`src/logic/can_ctrl_pkg.sv`:
```
// Contract
// - Abort-all bit tells every transmit buffer to abort; hardware clears it when done.
// - Requested mode codes: 000 normal, 001 disable, 010 loopback, 011 listen, 100 config, 111 all.
// - Read-only current mode field reports the mode in force, same encoding.
// - Capture enabled stores timer on valid reception; disabled stops the timer.
// - Clearing enable lets the current transaction finish; busy bit shows when off.
// - Nine interrupt sources: invalid, wake, bus error, system error, overflow, mode, timer, rx, tx.
// - Each source has an enable in the upper half; request only while enabled.
// - Flags sit in the lower half mirroring enables; invalid message sets its flag.
// - System error flag clears only by turning the module off and on again.
// - Sixteen FIFOs each own a user-address pointer and a message-index pointer.
// - Transmit FIFO user address returns the head, where software writes next.
// - Receive FIFO user address returns the tail, where software reads next.
// - The two low bits of every user address always read as zero.
// - Transmit FIFO message index returns the slot transmitted next.
// - Receive FIFO message index returns the slot where the next message is stored.
package can_ctrl_pkg;

    // ------------------------------------------------------------------
    // Register map
    // ------------------------------------------------------------------
    localparam int ADDR_W = 8;
    localparam logic [7:0] OFS_CONTROL   = 8'h00;
    localparam logic [7:0] OFS_INTERRUPT = 8'h04;
    localparam logic [7:0] OFS_DIRECTION = 8'h08;
    localparam logic [7:0] OFS_ADVANCE   = 8'h0C;
    localparam logic [1:0] PAGE_UA       = 2'h1;
    localparam logic [1:0] PAGE_CI       = 2'h2;

    // ------------------------------------------------------------------
    // Control register fields
    // ------------------------------------------------------------------
    localparam int BIT_ABORT = 27;
    localparam int REQ_LSB   = 24;
    localparam int CUR_LSB   = 21;
    localparam int BIT_CAP   = 20;
    localparam int BIT_ON    = 15;
    localparam int BIT_STOP  = 13;
    localparam int BIT_BUSY  = 11;
    localparam int FILTER_W  = 5;

    // ------------------------------------------------------------------
    // Interrupt register fields
    // ------------------------------------------------------------------
    localparam int EN_LSB        = 16;
    localparam int FL_TX_BUF     = 0;
    localparam int FL_RX_BUF     = 1;
    localparam int FL_TIMER      = 2;
    localparam int FL_MODE       = 3;
    localparam int FL_RX_OVF     = 11;
    localparam int FL_SYS_ERR    = 12;
    localparam int FL_BUS_ERR    = 13;
    localparam int FL_WAKE       = 14;
    localparam int FL_INVALID    = 15;
    localparam logic [15:0] FLAG_MASK = 16'hF80F;

    // ------------------------------------------------------------------
    // Modes and reset values
    // ------------------------------------------------------------------
    localparam logic [2:0] MODE_NORMAL   = 3'h0;
    localparam logic [2:0] MODE_DISABLE  = 3'h1;
    localparam logic [2:0] MODE_LOOPBACK = 3'h2;
    localparam logic [2:0] MODE_LISTEN   = 3'h3;
    localparam logic [2:0] MODE_CONFIG   = 3'h4;
    localparam logic [2:0] MODE_RSVD_A   = 3'h5;
    localparam logic [2:0] MODE_RSVD_B   = 3'h6;
    localparam logic [2:0] MODE_LISTEN_ALL = 3'h7;
    localparam logic [2:0] MODE_RESET    = MODE_CONFIG;

    // ------------------------------------------------------------------
    // FIFO geometry and time-stamp width
    // ------------------------------------------------------------------
    localparam int NUM_FIFO  = 16;
    localparam int IDX_W     = 5;
    localparam int MSG_SHIFT = 4;
    localparam int TS_W      = 16;

    typedef struct packed {
        logic invalid_msg;
        logic bus_wake;
        logic bus_error;
        logic system_error;
        logic rx_overflow;
    } can_events_t;

    typedef struct packed {
        logic       tx_done;
        logic       rx_store;
        logic [3:0] fifo_sel;
        logic       bus_idle;
        logic       tx_all_idle;
    } can_side_t;

    typedef struct packed {
        logic                           abort_all_tx;
        logic [2:0]                     requested_op_mode;
        logic [2:0]                     current_op_mode;
        logic                           rx_timestamp_capture_en;
        logic                           module_on;
        logic                           stop_in_idle;
        logic                           module_busy_status;
        logic [FILTER_W-1:0]            net_filter_bit_count;
        logic [15:0]                    irq_en;
        logic [15:0]                    irq_flag;
        logic [NUM_FIFO-1:0]            fifo_direction_tx;
        logic [NUM_FIFO-1:0][IDX_W-1:0] user_slot;
        logic [NUM_FIFO-1:0][IDX_W-1:0] can_slot;
        logic [TS_W-1:0]                rx_timestamp_timer;
        logic [TS_W-1:0]                stamp;
        logic                           stamp_valid;
        logic                           off_seen;
        logic [31:0]                    rdata;
        logic                           irq;
    } ctrl_state_t;

endpackage : can_ctrl_pkg

```
`src/logic/can_mode_irq_fifo_pointer_logic.sv`:
```
module can_mode_irq_fifo_pointer_logic #(
    parameter logic [31:0] FIFO_RAM_BASE = 32'h0000_0000
) (
    // Clock and reset
    input  wire logic                          clk_in,
    input  wire logic                          srst_in,
    // Register port
    input  wire logic [7:0]                    addr_in,
    input  wire logic [31:0]                   wdata_in,
    input  wire logic                          wr_in,
    input  wire logic                          rd_in,
    output logic      [31:0]                   rdata_out,
    // CAN engine side
    input  wire can_ctrl_pkg::can_events_t     events_in,
    input  wire can_ctrl_pkg::can_side_t       can_in,
    output logic                               abort_tx_out,
    output logic      [2:0]                    op_mode_out,
    output logic                               module_on_out,
    output logic      [can_ctrl_pkg::TS_W-1:0] rx_stamp_out,
    output logic                               rx_stamp_valid_out,
    // Interrupt
    output logic                               irq_out
);

    can_ctrl_pkg::ctrl_state_t st;
    can_ctrl_pkg::ctrl_state_t next_st;

    logic [15:0] set_flag;
    logic [15:0] clr_flag;
    logic [31:0] read_word;
    logic [3:0]  sel;
    logic        req_valid;

    // ------------------------------------------------------------------
    // Next-state logic
    // ------------------------------------------------------------------
    always_comb begin
        next_st = st;
        set_flag = '0;
        clr_flag = '0;
        read_word = '0;
        sel = addr_in[5:2];
        req_valid = (st.requested_op_mode != can_ctrl_pkg::MODE_RSVD_A) &&
                    (st.requested_op_mode != can_ctrl_pkg::MODE_RSVD_B);

        // Event sources feed sticky flags.
        set_flag[can_ctrl_pkg::FL_INVALID] = events_in.invalid_msg;
        set_flag[can_ctrl_pkg::FL_WAKE]    = events_in.bus_wake;
        set_flag[can_ctrl_pkg::FL_BUS_ERR] = events_in.bus_error;
        set_flag[can_ctrl_pkg::FL_SYS_ERR] = events_in.system_error;
        set_flag[can_ctrl_pkg::FL_RX_OVF]  = events_in.rx_overflow;
        set_flag[can_ctrl_pkg::FL_RX_BUF]  = can_in.rx_store;
        set_flag[can_ctrl_pkg::FL_TX_BUF]  = can_in.tx_done;

        // Abort clears itself once the transmit side reports all idle.
        if (st.abort_all_tx && can_in.tx_all_idle) begin
            next_st.abort_all_tx = 1'b0;
        end

        // Mode switches take effect only on an idle bus.
        if (req_valid && can_in.bus_idle &&
            (st.current_op_mode != st.requested_op_mode)) begin
            next_st.current_op_mode = st.requested_op_mode;
            set_flag[can_ctrl_pkg::FL_MODE] = 1'b1;
        end

        // Turning off waits for the transaction in progress to end.
        if (st.module_on) begin
            next_st.module_busy_status = 1'b1;
        end else if (can_in.bus_idle) begin
            next_st.module_busy_status = 1'b0;
            next_st.off_seen = st.module_busy_status | st.off_seen;
        end

        // The time-stamp timer runs only while capture is enabled.
        if (st.rx_timestamp_capture_en && st.module_busy_status) begin
            next_st.rx_timestamp_timer =
                st.rx_timestamp_timer + {{(can_ctrl_pkg::TS_W-1){1'b0}}, 1'b1};
            if (&st.rx_timestamp_timer) begin
                set_flag[can_ctrl_pkg::FL_TIMER] = 1'b1;
            end
        end
        next_st.stamp_valid = 1'b0;
        if (can_in.rx_store && st.rx_timestamp_capture_en) begin
            next_st.stamp = st.rx_timestamp_timer;
            next_st.stamp_valid = 1'b1;
        end

        // CAN side advances the engine pointer of the selected FIFO.
        for (int i = 0; i < can_ctrl_pkg::NUM_FIFO; i++) begin
            if (can_in.fifo_sel == 4'(i) &&
                ((st.fifo_direction_tx[i] && can_in.tx_done) ||
                 (!st.fifo_direction_tx[i] && can_in.rx_store))) begin
                next_st.can_slot[i] = st.can_slot[i] + 5'h01;
            end
        end

        // Register writes.
        if (wr_in) begin
            case (addr_in)
                can_ctrl_pkg::OFS_CONTROL: begin
                    if (wdata_in[can_ctrl_pkg::BIT_ABORT]) begin
                        next_st.abort_all_tx = 1'b1;
                    end
                    next_st.requested_op_mode =
                        wdata_in[can_ctrl_pkg::REQ_LSB +: 3];
                    next_st.rx_timestamp_capture_en =
                        wdata_in[can_ctrl_pkg::BIT_CAP];
                    next_st.module_on = wdata_in[can_ctrl_pkg::BIT_ON];
                    next_st.stop_in_idle =
                        wdata_in[can_ctrl_pkg::BIT_STOP];
                    next_st.net_filter_bit_count =
                        wdata_in[can_ctrl_pkg::FILTER_W-1:0];
                    if (wdata_in[can_ctrl_pkg::BIT_ON] && !st.module_on &&
                        st.off_seen) begin
                        clr_flag[can_ctrl_pkg::FL_SYS_ERR] = 1'b1;
                        next_st.off_seen = 1'b0;
                    end
                end
                can_ctrl_pkg::OFS_INTERRUPT: begin
                    next_st.irq_en = wdata_in[31:can_ctrl_pkg::EN_LSB] &
                                     can_ctrl_pkg::FLAG_MASK;
                    clr_flag = clr_flag | (wdata_in[15:0] &
                               can_ctrl_pkg::FLAG_MASK);
                    clr_flag[can_ctrl_pkg::FL_SYS_ERR] =
                        ~wdata_in[can_ctrl_pkg::FL_SYS_ERR] & 1'b0;
                end
                can_ctrl_pkg::OFS_DIRECTION: begin
                    next_st.fifo_direction_tx = wdata_in[15:0];
                end
                can_ctrl_pkg::OFS_ADVANCE: begin
                    for (int i = 0; i < can_ctrl_pkg::NUM_FIFO; i++) begin
                        if (wdata_in[i]) begin
                            next_st.user_slot[i] = st.user_slot[i] + 5'h01;
                        end
                    end
                end
                default: begin
                end
            endcase
        end

        // Set wins over clear.
        next_st.irq_flag = ((st.irq_flag & ~clr_flag) | set_flag) &
                           can_ctrl_pkg::FLAG_MASK;
        next_st.irq = |(next_st.irq_flag & next_st.irq_en);

        // Register reads; data stand in the following cycle.
        case (addr_in[7:6])
            2'h0: begin
                case (addr_in)
                    can_ctrl_pkg::OFS_CONTROL: begin
                        read_word[can_ctrl_pkg::BIT_ABORT] = st.abort_all_tx;
                        read_word[can_ctrl_pkg::REQ_LSB +: 3] =
                            st.requested_op_mode;
                        read_word[can_ctrl_pkg::CUR_LSB +: 3] =
                            st.current_op_mode;
                        read_word[can_ctrl_pkg::BIT_CAP] =
                            st.rx_timestamp_capture_en;
                        read_word[can_ctrl_pkg::BIT_ON] = st.module_on;
                        read_word[can_ctrl_pkg::BIT_STOP] = st.stop_in_idle;
                        read_word[can_ctrl_pkg::BIT_BUSY] =
                            st.module_busy_status;
                        read_word[can_ctrl_pkg::FILTER_W-1:0] =
                            st.net_filter_bit_count;
                    end
                    can_ctrl_pkg::OFS_INTERRUPT: begin
                        read_word = {st.irq_en, st.irq_flag};
                    end
                    can_ctrl_pkg::OFS_DIRECTION: begin
                        read_word[15:0] = st.fifo_direction_tx;
                    end
                    default: begin
                        read_word = '0;
                    end
                endcase
            end
            can_ctrl_pkg::PAGE_UA: begin
                // Transmit reads the head, receive the tail.
                read_word = FIFO_RAM_BASE +
                    {19'h0_0000, sel, st.user_slot[sel], 4'h0};
                read_word[1:0] = 2'h0;
            end
            can_ctrl_pkg::PAGE_CI: begin
                read_word[can_ctrl_pkg::IDX_W-1:0] =
                    st.can_slot[sel];
            end
            default: begin
                read_word = '0;
            end
        endcase
        next_st.rdata = rd_in ? read_word : 32'h0000_0000;
    end

    // ------------------------------------------------------------------
    // State register
    // ------------------------------------------------------------------
    always_ff @(posedge clk_in) begin
        if (srst_in) begin
            st <= '0;
            st.requested_op_mode <= can_ctrl_pkg::MODE_RESET;
            st.current_op_mode <= can_ctrl_pkg::MODE_RESET;
        end else begin
            st <= next_st;
        end
    end

    // ------------------------------------------------------------------
    // Outputs
    // ------------------------------------------------------------------
    assign rdata_out          = st.rdata;
    assign abort_tx_out       = st.abort_all_tx;
    assign op_mode_out        = st.current_op_mode;
    assign module_on_out      = st.module_on;
    assign rx_stamp_out       = st.stamp;
    assign rx_stamp_valid_out = st.stamp_valid;
    assign irq_out            = st.irq;

endmodule // can_mode_irq_fifo_pointer_logic

```
`config.mk`:
```
export PLATFORM = sky130hd
export DESIGN_NAME = can_mode_irq_fifo_pointer_logic
export DESIGN_NICKNAME = d
export VERILOG_FILES = /design/src/logic/can_ctrl_pkg.sv /design/src/logic/can_mode_irq_fifo_pointer_logic.sv
export SDC_FILE = /design/constraint.sdc
export NUM_CORES = 1
export LEC_CHECK = 0
export ABC_AREA = 1
export BUFFER_PORTS_ARGS = -buffer_cell sky130_fd_sc_hd__buf_2
export CAP_MARGIN = 25
export CORE_MARGIN = 1
export CORE_UTILIZATION = 55
export CTS_CLUSTER_DIAMETER = 80
export CTS_CLUSTER_SIZE = 8
export DETAILED_ROUTE_END_ITERATION = 10
export GPL_TIMING_DRIVEN = 0
export PLACE_DENSITY = 0.73
export SYNTH_ARGS = -nofsm -noshare
export SYNTH_HDL_FRONTEND = slang
export SYNTH_SLANG_ARGS = --single-unit
```
`constraint.sdc`:
```
create_clock -name clk_in -period 4.6 [get_ports clk_in]
set_clock_uncertainty 0.2 [all_clocks]
set_input_delay 0.69 -clock clk_in [delete_from_list [all_inputs] [get_ports clk_in]]
set_output_delay 0.69 -clock clk_in [all_outputs]
set_load 0.005 [all_outputs]
```
==> run metrics, run 1 <==
worst skew pair latency 530 ps; Crit. End Element flip-flop; NetSw 1.26 mW; Final Cycle Share 57.4%; port buffer count 104; peak supply drop 0.292 mV; Post-synth EDFFs 0; Yosys top cell by area dfxtp_1; area of the multi-input gates 6210 µm²; Routability Congestion 0.973; Logic pwr share 5.4%; Mapped Avg Cell Area 7.14 µm²; CTS clk-pin slew, worst paths 50 ps; Synth async-reset ratio 0%; share of cells above drive strength 1 13.1%; normalized max-slew margin 35.8%; Synth Cell Area 13300 µm²; Syn Inst Count 1868; TritonCTS clock tree yes; nets 2104; Die Area 24900 µm²; Die X 158 µm; Yosys top cell area share 41.6%; clk buf depth 3; sequential power share 45.5%; crit path max fanout 10; sequential area share after synthesis 41.6%; Min-Delay Path Depth 3; Final Hold Viols 0; min Tclk post-route 2640 ps; Critical Path Start Type input pin; P_leak 6.35 nW; top cells by count, synth 338 x nand2_1, 277 x dfxtp_1, 232 x inv_1; Worst-Margin Slew 960 ps; vias in the first global route 11800; H-Tree Depth 2; Slew Limit Fails 0; Core Footprint 23600 µm²; fill count 2161; antenna violations before repair 0; Cell Rows 56; P&R area growth vs syn 14.9%; Sw Ratio 23.5%; Max-Cap Viols 0; Hold Worst Slack 214 ps; Peak Freq 379 MHz; Clock power frac 49.0%; drt first pass iters 6; Worst Path Arrival 2830 ps; postcts setup bufs 0; global-route usage over all layers 32.5%; Int Pwr 4.09 mW; Die Span Y 158 µm; Power Dens Cells 348 nW/µm²; Crit path required time 4790 ps; Worst Hold Class in -> reg; Root Buffer clkbuf_16; Resize count post-CTS 0; Top FF cell, synth dfxtp_1; DRC 0; post-synth net total 1958; Setup-failing EPs final 0; Setup CP Type in -> reg; unique cell type count in the Yosys netlist 42; RSZ-0062 raised after global routing false; Initial DRC Count 1377; total gr overflow 0; largest net degree at the start of global routing 11; synth top area cells dfxtp_1 42%, nand2_1 9.5%, a21oi_1 8.0%, inv_1 6.5%, o21ai_0 6.5%; count leader, synth nand2_1; Yosys Warn Count 0; Hold Buf Count CTS 0; via count 12900; R2R cell count 8; register area 5550 µm²; ratio of routed vias to standard cells 5.54; FF+latch count, synth 277; drt wl/cell 17.2 µm; first-pass GRT wire length 61700 µm; setup tns final 0 ps; # IOs 112; TritonCTS Buffers 40; status finished, final reports clean; WL final 40200 µm; Initial Util 56.5%; post-DP HPWL 29800 µm; Antenna Violating Nets Remaining 0; CTS Sinks 277
metal layers:
layer  GRT usage [%]  up-vias  share of wire [%]
met5               0        -                  0
met2            52.5      570                 45
met1            41.0     5864                 42
met4            16.3        0                4.4
li1                -     6384                  -
met3            6.82      123                9.0
cells by family after synthesis:
| kind of cell | synth area share [%] |
|---|---|
| buffers and inverters | 11.9 |
| xor gates and xnor gates | 0.656 |
| and+or+nand+nor | 25.0 |
| DFF | 41.6 |
| AOI/OAI and AO/OA | 17.7 |
| adders and majority gates | 3.09 |
state kept, by name, indices dropped and copies added, names as in the netlist:
register	flops
st	222
rdata_out	32
rx_stamp_out	16
op_mode_out	3
abort_tx_out	1
irq_out	1
module_on_out	1
rx_stamp_valid_out	1
area by class of cell:
class                           count  area share (%)
Timing Repair Buffer              104            3.39
Clock buffer                       42            6.85
Sequential cell                   277            36.2
Antenna cell                        1          0.0163
Tap cell                          319            2.60
Inverter                          247            6.04
Clock inverter                      2           0.139
Buffer                            113            4.31
Multi-Input combinational cell   1231            40.5
worst paths after layout:
| kind | from | to | slack (ps) |
|---|---|---|---|
| worst max register to register | st[283] | st[61] | 2400 |
| worst min-delay path | wdata_in[26] | st[289] | 210 |
| worst min register to register | st[261] | rdata_out[18] | 240 |
| worst max-delay path | addr_in[2] | rdata_out[2] | 1960 |
placed cells by master (no fill, tap or decap), drive strengths merged, types with 2 or more instances in the layout:
cell and count:
nor3b 15, nor3 59, inv 247, dfxtp 277, a21oi 212, clkinv 2
clkbuf 79, buf 180, nand4 34, a22oi 19, ha 33, o211ai 3
a31oi 4, o21ai 173, o2111ai 3, xnor2 3, nor2 188, nand3 100
o22ai 20, xor2 7, nand2 342, o21a 8
critical path, cell delays in order:
cell and delay [ps]:
buf_4 170, inv_2 80, nand2_1 210, clkbuf_1 670
o22ai_1 180, nor4_1 420, nor2_1 130, o21ai_0 170
nand2_1 90
power by group through the flow:
stage	Combinational (mW)	Clock (mW)	Sequential, mW
after floorplan	0.156	0	2.48
after global placement	0.278	0	2.48
after detailed placement	0.281	0	2.48
after CTS	0.283	2.64	2.43
after global routing	0.311	2.74	2.43
final	0.291	2.62	2.43
metrics by stage:
step                      setup WS (ps)  util, %  area [µm²]  std cells  total power, mW
after global routing               1940     65.0       15300       2335             5.49
after floorplan                    2430        -       13300       1868             2.63
final                              1960     65.0       15300       2336             5.34
after global placement             1550     60.4       14300       2291             2.76
after CTS                          2070     65.0       15300       2335             5.35
after detailed placement           1580     60.4       14300       2291             2.76
No activity file was read; power rests on OpenSTA's default activity.
==> inputs of run 2 (changes only) <==
Settings changed: CORE_UTILIZATION 55 to 54, PLACE_DENSITY 0.73 to 0.75.
Clock period 4.6 ns to 2.4 ns, I/O delays scaled along.
==> run 2 against run 1 <==
The run now ends with DRC left. Combinational power grew 110%. Critical endpoint is now abort_tx_out. Power is 92% higher. Sequential power rose by 92%. Clock power grew 90%.
==> run metrics, run 2 (synthesis gave the netlist of run 1 again) <==
Hold Worst Slack 16.1 ps (-197 ps); Final Cycle Share 95.0%; fill count 2133 (-1.3%); Antenna diodes 0 (-1); post-DP HPWL 29900 µm (+0.15%); Setup-failing EPs final 0 (unchanged); normalized max-slew margin 34.7% (-1.1 points); Die Span Y 159 µm (+0.91%); Power Dens Cells 651 nW/µm² (+87%); TritonCTS clock tree yes; Initial DRC Count 1352 (-1.8%); port buffer count 104 (unchanged); postcts setup bufs 0 (unchanged); via count 13300 (+2.4%); Slew Limit Fails 0 (unchanged); Crit. End Element flip-flop; Core Footprint 24200 µm² (+2.7%); largest net degree at the start of global routing 11 (unchanged); total gr overflow 0 (unchanged); pre-CTS setup slack -152 ps (-1730 ps); ratio of routed vias to standard cells 5.58 (+0.72%); Critical Path Start Type input pin; antenna violations before repair 0 (unchanged); P_leak 6.51 nW (+2.4%); Routability Congestion 0.968 (-0.50%); register area 5550 µm² (unchanged); min Tclk post-route 2280 ps; worst skew pair latency 530 ps (about the same); max reg flops 222 (unchanged); WL final 41400 µm (+3.0%); P&R area growth vs syn 18.2%; global-route usage over all layers 32.3% (-0.23 points); H-Tree Depth 2 (unchanged); CTS Sinks 277 (unchanged); crit path max fanout 10 (unchanged); Die Area 25300 µm² (+1.8%); peak supply drop 0.471 mV (+61%); # IOs 112 (unchanged); vias in the first global route 12400 (+4.7%); Root Buffer clkbuf_16; Max-Cap Viols 0 (unchanged); Setup CP Type in -> reg; CTS clk-pin slew, worst paths 50 ps (about the same); Worst-Margin Slew 979 ps (+19.5 ps); Final Hold Viols 0 (unchanged); Initial Util 55.0% (-1.5 points); Cell Rows 57 (+1.8%); area of the multi-input gates 6280 µm² (+1.1%); Crit path required time 2610 ps (-2180 ps); drt wl/cell 17.4 µm (+1.3%); drt first pass iters 9 (+3); TritonCTS Buffers 40 (unchanged); Die X 159 µm (+0.91%); Peak Freq 439 MHz; Antenna Violating Nets Remaining 0 (unchanged); DRC 2 (+2); clk buf depth 3 (unchanged); most common cell after layout, fill and taps aside nand2_1; fin worst setup slack 121 ps (-1840 ps); share of cells above drive strength 1 13.5% (+0.45 points); violated checks DRC; Biggest register st; Worst Hold Class in -> reg; status finished, violations left; Worst Path Arrival 2490 ps (-340 ps); commonest cells after routing, fill and taps aside 338 x nand2_1, 277 x dfxtp_1, 232 x inv_1; nets 2140 (+1.7%); first-pass GRT wire length 64700 µm (+4.9%)
-- run 2: cell types whose count changed in the layout (fill, tap and decap cells not counted) --
| cell | delta |
|---|---|
| diode_2 | -1 |
| dlygate4sd3_1 | +36 |
| nand3_1 | -7 |
| nand3_2 | +7 |
| nor3_1 | -7 |
| nor3_2 | +7 |
-- run 2: stage by stage --
stage | total power [mW] | instance area, µm² | cells | utilization, % | TNS [ps]
floorplan | 5.04 | 13300 | 1868 | - | 0
global placement | 5.28 | 14300 | 2296 | 58.9 | -1140
detailed placement | 5.29 | 14300 | 2296 | 58.9 | -1180
CTS | 10.3 | 15700 | 2376 | 64.8 | 0
global route | 10.6 | 15800 | 2376 | 65.1 | -22.9
finish | 10.3 | 15800 | 2376 | 65.1 | 0
-- run 2: cell type report --
type | count | share of cell area, %
buffer | 113 | 4.20
clock buffer | 42 | 6.66
clock inverter | 2 | 0.135
inverter | 247 | 5.88
multi-input combinational | 1231 | 39.8
sequential | 277 | 35.2
tap | 324 | 2.57
timing repair buffer | 140 | 5.58
-- run 2: path summary, 6_finish.rpt --
kind,start,end,slack [ps],cells after the start
worst max-delay path,srst_in,abort_tx_out,120,5
worst min-delay path,wdata_in[18],st[261],20,5
worst max register to register,st[280],st[66],230,9
worst min register to register,st[273],rdata_out[30],240,2
-- run 2: worst max-delay path, cell delays in order --
cell and delay [ps]:
buf_2 140, clkbuf_1 530, buf_1 760, a21oi_1 80, dlygate4sd3_1 610
-- run 2: layer usage --
metal / global-route usage [%] / wire [µm]
met5: 0 / 0
met4: 15.0 / 1810
met3: 4.82 / 3790
met2: 53.6 / 19000
met1: 41.4 / 16800
-- run 2: where the power goes --
part / total, mW / internal (mW) / switching (mW)
Sequential: 4.66 / 4.64 / 0.0226
Clock: 4.99 / 3.05 / 1.94
Combinational: 0.611 / 0.180 / 0.431
-- run 2: repair_timing --
item	CTS	global route
endpoints found under the setup margin	0	8
hold endpoints to repair	39	0
hold buffers	36	0
gates resized for setup	0	14
